**config.mk**
```make
export PLATFORM = sky130hd
export DESIGN_NAME = hp_host_port
export DESIGN_NICKNAME = d
export VERILOG_FILES = /design/src/pkg/hp_pkg.sv /design/src/design/hp_host_port.sv /design/src/design/hp_buf2.sv
export VERILOG_INCLUDE_DIRS = /design/src /design/src/pkg
export SDC_FILE = /design/constraint.sdc
export NUM_CORES = 1
export LEC_CHECK = 0
export BUFFER_PORTS_ARGS = -buffer_cell sky130_fd_sc_hd__buf_4
export CORE_MARGIN = 10
export CORE_UTILIZATION = 50
export CTS_CLUSTER_DIAMETER = 30
export DETAILED_ROUTE_END_ITERATION = 8
export GPL_TIMING_DRIVEN = 0
export PLACE_DENSITY = 0.69
export SLEW_MARGIN = 20
export SYNTH_ARGS = -nofsm -noshare
export SYNTH_HDL_FRONTEND = slang
export SYNTH_SLANG_ARGS = --single-unit
export TNS_END_PERCENT = 5
```
**constraint.sdc**
```tcl
create_clock -name clk -period 3.02 [get_ports clk]
set_clock_uncertainty 0.2 [all_clocks]
set_input_delay 0.151 -clock clk [delete_from_list [all_inputs] [get_ports clk]]
set_output_delay 0.151 -clock clk [all_outputs]
set_load 0.005 [all_outputs]
```
**src/pkg/hp_params.svh**
```systemverilog
// Purpose: constants of the host port handshake block
// Assumes: clk is the core clock, one core period per cycle
// Notes: host side times are kept in tenths of a core period
// Function
// - control pin polarity is software programmable
// - read strobe follows dual or single mode
// - write strobe follows dual or single mode
// - address seven is the last data register
// - last register maps word zero or three
// - combined or split request outputs by mode
// - receive request drops when outbound empty, or while a dma access or holdoff runs
// - transmit request drops when inbound full or a finished word waits to enter it
// - request drops soon after last register read
// - request drops soon after last register write
// - dma qualifier source selectable, request holdoff
// - dma request drops after qualifier asserts
// - read data valid soon after strobe asserts
`ifndef HP_PARAMS_SVH
`define HP_PARAMS_SVH

// avalon byte offsets
`define HP_AV_CTRL        8'h00
`define HP_AV_STATUS      8'h04
`define HP_AV_TX_LO       8'h08
`define HP_AV_TX_HI       8'h0C
`define HP_AV_RX_LO       8'h10
`define HP_AV_RX_HI       8'h14

// port control register fields
`define HP_CTRL_W         10
`define HP_CTRL_RESET     10'h210
`define HP_CB_POL_CS      0
`define HP_CB_POL_STB     1
`define HP_CB_POL_ACK     2
`define HP_CB_POL_REQ     3
`define HP_CB_DUAL        4
`define HP_CB_DOUBLE      5
`define HP_CB_BIG         6
`define HP_CB_ACK_SRC     7
`define HP_CB_DMA         8
`define HP_CB_WIDE        9

// host side addresses
`define HP_HA_STATUS      4'h0
`define HP_HA_LAST        4'h7
`define HP_HA_DATA_PAGE   2'h1

// host pin bundle width and word sizes
`define HP_SYNC_W         27
`define HP_HWORD_W        16
`define HP_XFER_W         64
`define HP_BUF_DEPTH      2

// dma request holdoff, least time rounds up
`define HP_CORE_TENTHS    10
`define HP_HOLDOFF_TENTHS 50
`define HP_HOLDOFF_CYC    ((`HP_HOLDOFF_TENTHS + `HP_CORE_TENTHS - 1) / `HP_CORE_TENTHS)
`define HP_GAP_W          3

`endif

```
**src/pkg/hp_pkg.sv**
```systemverilog
// Purpose: types of the host port handshake block
// Assumes: nothing beyond the params header
// Notes: access sequencer states
package hp_pkg;

   typedef enum logic [1:0]
   {
      st_idle  = 2'b00,
      st_read  = 2'b01,
      st_write = 2'b10,
      st_gap   = 2'b11
   } hp_state_t;

endpackage: hp_pkg

```
**src/design/hp_host_port.sv**
```systemverilog
// Purpose: handshake and strobe selection of a 16-bit host port
// Assumes: host pins are asynchronous to clk; avalon master on clk
// Notes: host reads drain the outbound buffer, host writes fill the inbound one
//
// The implementer's own choices: the register offsets and the Avalon-MM slave port.
`timescale 1ns/100ps
`include "hp_params.svh"
module hp_host_port
(
   input  wire logic        clk,
   input  wire logic        arst_n,
   input  wire logic [7:0]  avs_address,
   input  wire logic        avs_read,
   input  wire logic        avs_write,
   input  wire logic [31:0] avs_writedata,
   input  wire logic [3:0]  avs_byteenable,
   output      logic [31:0] avs_readdata,
   output      logic        avs_waitrequest,
   input  wire logic [1:0]  host_chip_selects,
   input  wire logic [3:0]  host_address_lines,
   input  wire logic        host_direction,
   input  wire logic        host_read_strobe,
   input  wire logic        host_write_strobe,
   input  wire logic        host_shared_strobe,
   input  wire logic        host_dma_acknowledge,
   input  wire logic [15:0] host_data_in,
   output      logic [15:0] host_data_out,
   output      logic        host_data_oe,
   output      logic        host_request_combined,
   output      logic        host_receive_request,
   output      logic        host_transmit_request
);

   // true when a pin sits at its programmed active level
   function automatic logic pin_active(input logic pin, input logic pol);
      return pol ? pin : ~pin;
   endfunction: pin_active

   // byte lane merge for software writes
   function automatic logic [31:0] be_merge(input logic [31:0] old_v,
                                            input logic [31:0] new_v,
                                            input logic [3:0]  be);
      logic [31:0] res;
      res = old_v;
      for (int i = 0; i < 4; i++)
         if (be[i])
            res[i*8 +: 8] = new_v[i*8 +: 8];
      return res;
   endfunction: be_merge

   logic [`HP_CTRL_W-1:0]   ctrl_reg;
   logic [31:0]             tx_lo_reg;
   logic [31:0]             rdata_reg;
   logic                    ack_reg;
   logic [`HP_SYNC_W-1:0]   sync1_reg;
   logic [`HP_SYNC_W-1:0]   sync2_reg;
   hp_pkg::hp_state_t       state_reg;
   logic [3:0]              addr_reg;
   logic [`HP_GAP_W-1:0]    gap_reg;
   logic [1:0]              dma_ptr_reg;
   logic [15:0]             wdata_reg;
   logic [15:0]             stage_reg [4];
   logic                    push_pend_reg;
   logic [15:0]             hd_out_reg;
   logic                    hd_oe_reg;
   logic                    req_comb_reg;
   logic                    req_rx_reg;
   logic                    req_tx_reg;

   logic        pol_cs, pol_stb, pol_ack, pol_req;
   logic        dual_mode, double_req, big_end, ack_src, dma_en, wide_mode;
   logic [1:0]  s_cs;
   logic        s_rd, s_wr, s_ds, s_ack, s_dir;
   logic [3:0]  s_addr;
   logic [15:0] s_data;
   logic        cs_sel, rd_stb, wr_stb, ack_act, dma_rd, dma_wr;
   logic        acc_rd, acc_wr, acc_end, last_hit, rd_done, wr_done, ob_pop;
   logic [3:0]  eff_addr, rd_addr;
   logic [1:0]  widx, rd_widx;
   logic        is_data, rd_is_data;
   logic [15:0] rd_value;
   logic        rx_lvl, tx_lvl, blk, recv_act, xmit_act;
   logic        av_req, av_blocked, av_accept;
   logic        ob_in_valid, ob_in_ready, ob_out_valid;
   logic [63:0] ob_in_data, ob_out_data;
   logic        ib_in_ready, ib_out_valid, ib_out_ready;
   logic [63:0] ib_in_data, ib_out_data;

   // control fields
   assign pol_cs     = ctrl_reg[`HP_CB_POL_CS];
   assign pol_stb    = ctrl_reg[`HP_CB_POL_STB];
   assign pol_ack    = ctrl_reg[`HP_CB_POL_ACK];
   assign pol_req    = ctrl_reg[`HP_CB_POL_REQ];
   assign dual_mode  = ctrl_reg[`HP_CB_DUAL];
   assign double_req = ctrl_reg[`HP_CB_DOUBLE];
   assign big_end    = ctrl_reg[`HP_CB_BIG];
   assign ack_src    = ctrl_reg[`HP_CB_ACK_SRC];
   assign dma_en     = ctrl_reg[`HP_CB_DMA];
   assign wide_mode  = ctrl_reg[`HP_CB_WIDE];

   // two-stage synchroniser; reset to ones so nothing looks active at reset
   always_ff @(posedge clk or negedge arst_n)
   begin
      if (!arst_n)
      begin
         sync1_reg <= '1;
         sync2_reg <= '1;
      end
      else
      begin
         sync1_reg <= {host_chip_selects, host_read_strobe, host_write_strobe,
                       host_shared_strobe, host_dma_acknowledge, host_direction,
                       host_address_lines, host_data_in};
         sync2_reg <= sync1_reg;
      end
   end

   // unpack the synchronised bundle
   assign s_cs   = sync2_reg[26:25];
   assign s_rd   = sync2_reg[24];
   assign s_wr   = sync2_reg[23];
   assign s_ds   = sync2_reg[22];
   assign s_ack  = sync2_reg[21];
   assign s_dir  = sync2_reg[20];
   assign s_addr = sync2_reg[19:16];
   assign s_data = sync2_reg[15:0];

   // strobe selection; host_direction high means read in shared mode
   assign cs_sel  = pin_active(s_cs[0], pol_cs) | pin_active(s_cs[1], pol_cs);
   assign rd_stb  = dual_mode ? pin_active(s_rd, pol_stb)
                              : pin_active(s_ds, pol_stb) & s_dir;
   assign wr_stb  = dual_mode ? pin_active(s_wr, pol_stb)
                              : pin_active(s_ds, pol_stb) & ~s_dir;
   assign ack_act = pin_active(s_ack, pol_ack);

   // dma qualifier comes from the acknowledge or from the strobes
   assign dma_rd = ack_src ? rd_stb : (ack_act & s_dir);
   assign dma_wr = ack_src ? wr_stb : (ack_act & ~s_dir);
   assign acc_rd = dma_en ? dma_rd : (cs_sel & rd_stb);
   assign acc_wr = dma_en ? dma_wr : (cs_sel & wr_stb);

   // dma walks the data page itself, the host address lines are ignored
   assign eff_addr = !dma_en   ? s_addr :
                     wide_mode ? {`HP_HA_DATA_PAGE, dma_ptr_reg} : `HP_HA_LAST;

   // data page decode; narrow mode keeps only the last register
   assign is_data  = wide_mode ? (addr_reg[3:2] == `HP_HA_DATA_PAGE)
                               : (addr_reg == `HP_HA_LAST);
   assign last_hit = (addr_reg == `HP_HA_LAST);
   assign widx     = !wide_mode ? 2'h0 :
                     big_end    ? addr_reg[1:0] : 2'h3 - addr_reg[1:0];

   assign rd_done = (state_reg == hp_pkg::st_read) & ~acc_rd;
   assign wr_done = (state_reg == hp_pkg::st_write) & ~acc_wr;
   assign acc_end = rd_done | wr_done;
   assign ob_pop  = rd_done & last_hit;

   // access sequencer
   always_ff @(posedge clk or negedge arst_n)
   begin
      if (!arst_n)
      begin
         state_reg <= hp_pkg::st_idle;
         addr_reg  <= 4'h0;
      end
      else
      begin
         case (state_reg)
            hp_pkg::st_idle:
            begin
               if (acc_rd)
               begin
                  state_reg <= hp_pkg::st_read;
                  addr_reg  <= eff_addr;
               end
               else if (acc_wr)
               begin
                  state_reg <= hp_pkg::st_write;
                  addr_reg  <= eff_addr;
               end
            end
            hp_pkg::st_read, hp_pkg::st_write:
            begin
               if (acc_end)
                  state_reg <= dma_en ? hp_pkg::st_gap : hp_pkg::st_idle;
            end
            hp_pkg::st_gap:
            begin
               if (gap_reg == '0)
                  state_reg <= hp_pkg::st_idle;
            end
            default:
               state_reg <= hp_pkg::st_idle;
         endcase
      end
   end

   // holdoff count, the gap state lasts exactly the holdoff cycles
   always_ff @(posedge clk or negedge arst_n)
   begin
      if (!arst_n)
         gap_reg <= '0;
      else if (acc_end)
         gap_reg <= `HP_GAP_W'(`HP_HOLDOFF_CYC - 1);
      else if ((state_reg == hp_pkg::st_gap) && (gap_reg != '0))
         gap_reg <= gap_reg - `HP_GAP_W'(1);
   end

   // dma word pointer restarts after the last register
   always_ff @(posedge clk or negedge arst_n)
   begin
      if (!arst_n)
         dma_ptr_reg <= 2'h0;
      else if (!dma_en || (acc_end && last_hit))
         dma_ptr_reg <= 2'h0;
      else if (acc_end && is_data)
         dma_ptr_reg <= dma_ptr_reg + 2'h1;
   end

   // write data is caught while the strobe is still seen active,
   // because the pin hold after the strobe is far shorter than a sync delay
   always_ff @(posedge clk or negedge arst_n)
   begin
      if (!arst_n)
         wdata_reg <= 16'h0;
      else if (acc_wr)
         wdata_reg <= s_data;
   end

   // staging words of the inbound transfer
   genvar gw;
   generate
      for (gw = 0; gw < 4; gw++)
      begin : g_stage
         always_ff @(posedge clk or negedge arst_n)
         begin
            if (!arst_n)
               stage_reg[gw] <= 16'h0;
            else if (wr_done && is_data && (widx == 2'(gw)))
               stage_reg[gw] <= wdata_reg;
         end
      end
   endgenerate

   // a finished word waits here until the inbound buffer takes it;
   // a new completion wins over the clear in the same cycle
   always_ff @(posedge clk or negedge arst_n)
   begin
      if (!arst_n)
         push_pend_reg <= 1'h0;
      else if (wr_done && last_hit)
         push_pend_reg <= 1'h1;
      else if (ib_in_ready)
         push_pend_reg <= 1'h0;
   end

   assign ib_in_data = wide_mode ? {stage_reg[3], stage_reg[2], stage_reg[1], stage_reg[0]}
                                 : {48'h0, stage_reg[0]};

   // host read value, taken from the address seen at access start
   assign rd_addr    = (state_reg == hp_pkg::st_idle) ? eff_addr : addr_reg;
   assign rd_is_data = wide_mode ? (rd_addr[3:2] == `HP_HA_DATA_PAGE)
                                 : (rd_addr == `HP_HA_LAST);
   assign rd_widx    = !wide_mode ? 2'h0 :
                       big_end    ? rd_addr[1:0] : 2'h3 - rd_addr[1:0];

   always_comb
   begin
      rd_value = 16'h0;
      if (rd_is_data)
         rd_value = ob_out_data[rd_widx*16 +: 16];
      else if (rd_addr == `HP_HA_STATUS)
         rd_value = {14'h0, tx_lvl, rx_lvl};
   end

   // data bus drive; limited by the sync delay, not by the core
   always_ff @(posedge clk or negedge arst_n)
   begin
      if (!arst_n)
      begin
         hd_out_reg <= 16'h0;
         hd_oe_reg  <= 1'h0;
      end
      else
      begin
         hd_out_reg <= rd_value;
         hd_oe_reg  <= acc_rd;
      end
   end

   assign host_data_out = hd_out_reg;
   assign host_data_oe  = hd_oe_reg;

   // request levels follow buffer state and the waiting word; a dma access or holdoff masks them
   assign rx_lvl   = ob_out_valid;
   assign tx_lvl   = ib_in_ready & ~push_pend_reg;
   assign blk      = dma_en & (state_reg != hp_pkg::st_idle);
   assign recv_act = rx_lvl & ~blk;
   assign xmit_act = tx_lvl & ~blk;

   // request pins, inactive level when unused by the current mode
   always_ff @(posedge clk or negedge arst_n)
   begin
      if (!arst_n)
      begin
         req_comb_reg <= 1'h1;
         req_rx_reg   <= 1'h1;
         req_tx_reg   <= 1'h1;
      end
      else
      begin
         req_comb_reg <= pin_active(~double_req & (recv_act | xmit_act), pol_req);
         req_rx_reg   <= pin_active(double_req & recv_act, pol_req);
         req_tx_reg   <= pin_active(double_req & xmit_act, pol_req);
      end
   end

   assign host_request_combined = req_comb_reg;
   assign host_receive_request  = req_rx_reg;
   assign host_transmit_request = req_tx_reg;

   // avalon slave: one wait cycle, more for a high-half write while the outbound buffer is full
   assign av_req          = avs_read | avs_write;
   assign av_blocked      = avs_write & (avs_address == `HP_AV_TX_HI) & ~ob_in_ready;
   assign av_accept       = av_req & ack_reg & ~av_blocked;
   assign avs_waitrequest = av_req & ~(ack_reg & ~av_blocked);
   assign avs_readdata    = rdata_reg;

   always_ff @(posedge clk or negedge arst_n)
   begin
      if (!arst_n)
         ack_reg <= 1'h0;
      else
         ack_reg <= av_req & ~av_accept;
   end

   // read data captured in the wait cycle; unmapped offsets read zero
   always_ff @(posedge clk or negedge arst_n)
   begin
      if (!arst_n)
         rdata_reg <= 32'h0;
      else if (avs_read && !ack_reg)
      begin
         case (avs_address)
            `HP_AV_CTRL:   rdata_reg <= {22'h0, ctrl_reg};
            `HP_AV_STATUS: rdata_reg <= {24'h0, state_reg, xmit_act, recv_act,
                                         ib_out_valid, ib_in_ready,
                                         ob_out_valid, ob_in_ready};
            `HP_AV_TX_LO:  rdata_reg <= tx_lo_reg;
            `HP_AV_RX_LO:  rdata_reg <= ib_out_data[31:0];
            `HP_AV_RX_HI:  rdata_reg <= ib_out_data[63:32];
            default:       rdata_reg <= 32'h0;
         endcase
      end
   end

   // software registers; polarity and modes steer the host side
   always_ff @(posedge clk or negedge arst_n)
   begin
      if (!arst_n)
      begin
         ctrl_reg  <= `HP_CTRL_RESET;
         tx_lo_reg <= 32'h0;
      end
      else if (av_accept && avs_write)
      begin
         if (avs_address == `HP_AV_CTRL)
            ctrl_reg <= `HP_CTRL_W'(be_merge({22'h0, ctrl_reg}, avs_writedata,
                                             avs_byteenable));
         if (avs_address == `HP_AV_TX_LO)
            tx_lo_reg <= be_merge(tx_lo_reg, avs_writedata, avs_byteenable);
      end
   end

   // writing the high half queues a whole word for the host
   assign ob_in_valid  = av_accept & avs_write & (avs_address == `HP_AV_TX_HI);
   assign ob_in_data   = {avs_writedata, tx_lo_reg};
   assign ib_out_ready = av_accept & avs_read & (avs_address == `HP_AV_RX_HI);

   // host-bound words
   hp_buf2
   #(
      .WIDTH (`HP_XFER_W),
      .DEPTH (`HP_BUF_DEPTH)
   )
   u_outbound_fifo
   (
      .clk       (clk),
      .arst_n    (arst_n),
      .in_valid  (ob_in_valid),
      .in_ready  (ob_in_ready),
      .in_data   (ob_in_data),
      .out_valid (ob_out_valid),
      .out_ready (ob_pop),
      .out_data  (ob_out_data)
   );

   // words written by the host
   hp_buf2
   #(
      .WIDTH (`HP_XFER_W),
      .DEPTH (`HP_BUF_DEPTH)
   )
   u_inbound_fifo
   (
      .clk       (clk),
      .arst_n    (arst_n),
      .in_valid  (push_pend_reg),
      .in_ready  (ib_in_ready),
      .in_data   (ib_in_data),
      .out_valid (ib_out_valid),
      .out_ready (ib_out_ready),
      .out_data  (ib_out_data)
   );

endmodule: hp_host_port

```
**src/design/hp_buf2.sv**
```systemverilog
// Purpose: small valid/ready buffer for transfer words
// Assumes: DEPTH is a power of two
// Notes: out_data is a mux of flip-flops, valid with out_valid
`timescale 1ns/100ps
module hp_buf2
#(
   parameter int WIDTH = 64,
   parameter int DEPTH = 2
)
(
   input  wire logic             clk,
   input  wire logic             arst_n,
   input  wire logic             in_valid,
   output      logic             in_ready,
   input  wire logic [WIDTH-1:0] in_data,
   output      logic             out_valid,
   input  wire logic             out_ready,
   output      logic [WIDTH-1:0] out_data
);

   localparam int AW = (DEPTH > 1) ? $clog2(DEPTH) : 1;
   localparam int CW = $clog2(DEPTH + 1);

   logic [WIDTH-1:0] mem_reg [DEPTH];
   logic [AW-1:0]    wr_ptr_reg;
   logic [AW-1:0]    rd_ptr_reg;
   logic [CW-1:0]    count_reg;
   logic             push;
   logic             pop;

   // honest flags straight from the occupancy count
   assign in_ready  = (count_reg != CW'(DEPTH));
   assign out_valid = (count_reg != '0);
   assign push      = in_valid & in_ready;
   assign pop       = out_valid & out_ready;
   assign out_data  = mem_reg[rd_ptr_reg];

   // one storage word per entry
   genvar gi;
   generate
      for (gi = 0; gi < DEPTH; gi++)
      begin : g_entry
         always_ff @(posedge clk or negedge arst_n)
         begin
            if (!arst_n)
               mem_reg[gi] <= '0;
            else if (push && (wr_ptr_reg == AW'(gi)))
               mem_reg[gi] <= in_data;
         end
      end
   endgenerate

   // pointers wrap naturally since depth is a power of two
   always_ff @(posedge clk or negedge arst_n)
   begin
      if (!arst_n)
      begin
         wr_ptr_reg <= '0;
         rd_ptr_reg <= '0;
      end
      else
      begin
         if (push)
            wr_ptr_reg <= wr_ptr_reg + AW'(1);
         if (pop)
            rd_ptr_reg <= rd_ptr_reg + AW'(1);
      end
   end

   // occupancy
   always_ff @(posedge clk or negedge arst_n)
   begin
      if (!arst_n)
         count_reg <= '0;
      else if (push && !pop)
         count_reg <= count_reg + CW'(1);
      else if (pop && !push)
         count_reg <= count_reg - CW'(1);
   end

endmodule: hp_buf2

```
==> impl_metrics.ini <==
[final_layout]
fin_nets = 2012
final-seq-area_um2 = 12700
antenna_cells = 0
area_growth_pct = 32.9
final_common_cell = dfrtp_1
layout-drive-gt1-share_pct = 35.7
fillers = 2952
multi_input_area_um2 = 7800
final_cell_mix = dfrtp_1 (446), mux2_2 (232), nand2_1 (195), buf_4 (151), o21ai_0 (133)

[clock_network]
clk_latency_ps = 640
clkTransAtPathRegs_ps = 50
cts_inserted_buffers = 110
h-tree-depth = 3
root_buffer = clkbuf_16
cts_tree = done
cts_sinks = 505
cts_max_path_buffers = 3

[logic_synthesis]
synthTopCellsByArea = dfrtp_1 (53%), mux2_2 (12%), dfstp_2 (7.4%)
post-synth-top-area-fraction_pct = 53.1
synth-edff-count = 0
yosys_warnings = 0
syn_area_um2 = 21000
synth-seq-cells = 505
ys_seq_area_share_pct = 60.5
yosysUniqueCellTypes = 72
ys.flop_type = dfrtp_1
syn_area_per_cell_um2 = 13.4
syn_nets = 1652
synth-async-reset-ratio_pct = 100
syn_inst = 1569
yosysTopAreaCell = dfrtp_1

[min_path]
hold_path_depth = 5
hold_end = avs_readdata[5]
hp-start = avs_address[4]
hold_class = in2reg

[worst_setup_path]
path_max_fanout = 10
path_class = reg2reg
rrSetupSlack_ps = 50
crit-reg2reg-launch = ack_reg
critPathMaxStageDelay_ps = 670
ff2ff_path_depth = 8
cp-start-kind = register
reg2reg_to = u_outbound_fifo.mem_reg[48]
critPathCaptureType = register
path_cells = buf_2 -> nand2_1 -> nor2_1 -> nand4_4 -> dlygate4sd3_1 -> nor2_4 -> buf_4 -> mux2_2
cp.required_ps = 3330
cp_slowest_cell = dlygate4sd3_1
worstPathArrival_ps = 3280

[route]
firstDrtPassIters = 5
ant_nets = 0
vias = 14400
routed_wl_um = 58100
drcViolationCount = 0
avgRoutedWirePerCell_um = 22.7
viasPerCell = 5.63
first_iter_violations = 1248

[timing]
hold_viol_final = 0
fmax_ghz = 0.337
grt_setup_unrepaired = yes
hold_ws_ps = 37.5
worst_pin_slew_ps = 1020
maxSlewViolCount = 0
final-setup-viol-count = 0
relSlewSlack_pct = 31.9
finalCritPeriodShare_pct = 98.3
setup_tns_ps = 0
fin_crit_ps = 2970

[grt]
grt_util_all_layers_pct = 23.4
grt_max_degree = 99
antenna_found_initial = 0
overflow = 0
grt_pass1_vias = 15600
grt_pass1_wl_um = 90500

[floorplanning]
die-area_um2 = 50600
io_pins = 128
fp.dieW_um = 225
start_util_pct = 50.3
rows = 75
fp.dieH_um = 225
core-area_um2 = 41800

[flow_run]
maxCapViolCount = 0

[run_status]
status = completed

[power]
p_leak_nw = 12.9
power.total_mw = 22.0
peakVddDrop_mv = 0.564
power_density_nw_per_um2 = 787

[placement]
dpl.hpwl_um = 38600
place_congestion = 0.851
port-buffer-count = 126
==> per-stage QoR <==
stage                     utilization (%)  area (um^2)  instances  setup slack, ps
after CTS                            66.8        27900       2561             32.9
after global placement               54.2        22600       2234            -3470
after detailed placement             54.6        22800       2240             -371
after floorplan                         -        21000       1569              552
final                                66.8        27900       2563             50.3
after global routing                 66.8        27900       2563            -78.9
==> final cells by class <==
cell class	instances	area share [%]
Multi-Input combinational cell	952	28.0
Tap cell	539	2.42
Clock inverter	67	2.96
Buffer	97	1.72
Sequential cell	505	45.5
Inverter	15	0.202
Clock buffer	140	11.0
Timing Repair Buffer	248	8.18
==> routing by layer <==
layer  up-vias  track usage (%)  routed length [um]
met2       430             39.1               29000
met5         -                0                   0
met3       127             5.52                3560
met4         0             9.26                2010
met1      7502             28.7               23500
li1       6378                -                   -
==> synthesized netlist by cell type (all sizes together) (4+ instances only) <==
library cell / n
ha: 8
mux4: 32
nand4: 6
dfrtp: 446
a21oi: 33
clkbuf: 52
and4: 5
nand2b: 9
a21o: 4
o22ai: 28
nor2b: 6
nand2: 196
a222oi: 4
o22a: 4
nor3: 6
dfstp: 59
buf: 45
mux2: 285
o21ai: 134
nor2: 30
inv: 14
and2: 4
mux2i: 66
xor2: 7
a22o: 17
nand3: 11
xnor2: 7
==> power by group <==
group	internal [mW]	switching, mW	total, mW
clock network	8.53	3.80	12.3
logic	0.888	1.17	2.06
registers	7.25	0.328	7.57
==> kinds of logic (layout without fill, tap and decap cells) <==
kind of cell / count (synthesis) / in the layout / share of synthesized area, %
DFF: 505 / 505 / 60.5
buffers and inverters: 112 / 567 / 2.48
xor gates and xnor gates: 14 / 14 / 0.584
muxes: 383 / 383 / 21.9
and+or+nand+nor: 291 / 291 / 6.56
AOI/OAI and AO/OA: 256 / 256 / 7.53
adders and majority gates: 8 / 8 / 0.477
==> worst max path at each step <==
stage	startpoint	to	slack, ps	cells after the start
global route	ack_reg	u_outbound_fifo.mem_reg[113]	-80	8
floorplan	state_reg[0]	host_data_out[10]	550	8
global placement	arst_n	wdata_reg[12]	-3470	1
detailed placement	state_reg[0]	host_data_out[1]	-370	9
CTS	state_reg[0]	host_data_out[1]	30	9
finish	ack_reg	u_outbound_fifo.mem_reg[48]	50	8
==> worst max-delay path, delay by kind of cell, from the launching register on <==
kind | cells | cell delay, ps
buffers and inverters | 3 | 1230
and+or+nand+nor | 4 | 730
muxes | 1 | 370
DFF | 1 | 310
==> timing repair <==
item,CTS,global route
gates cloned,0,0
hold endpoints to repair,488,0
setup endpoints to repair,16,136
buffers inserted,0,2
hold buffers,114,0
gates resized for setup,9,3
No activity file was read; power rests on OpenSTA's default activity.
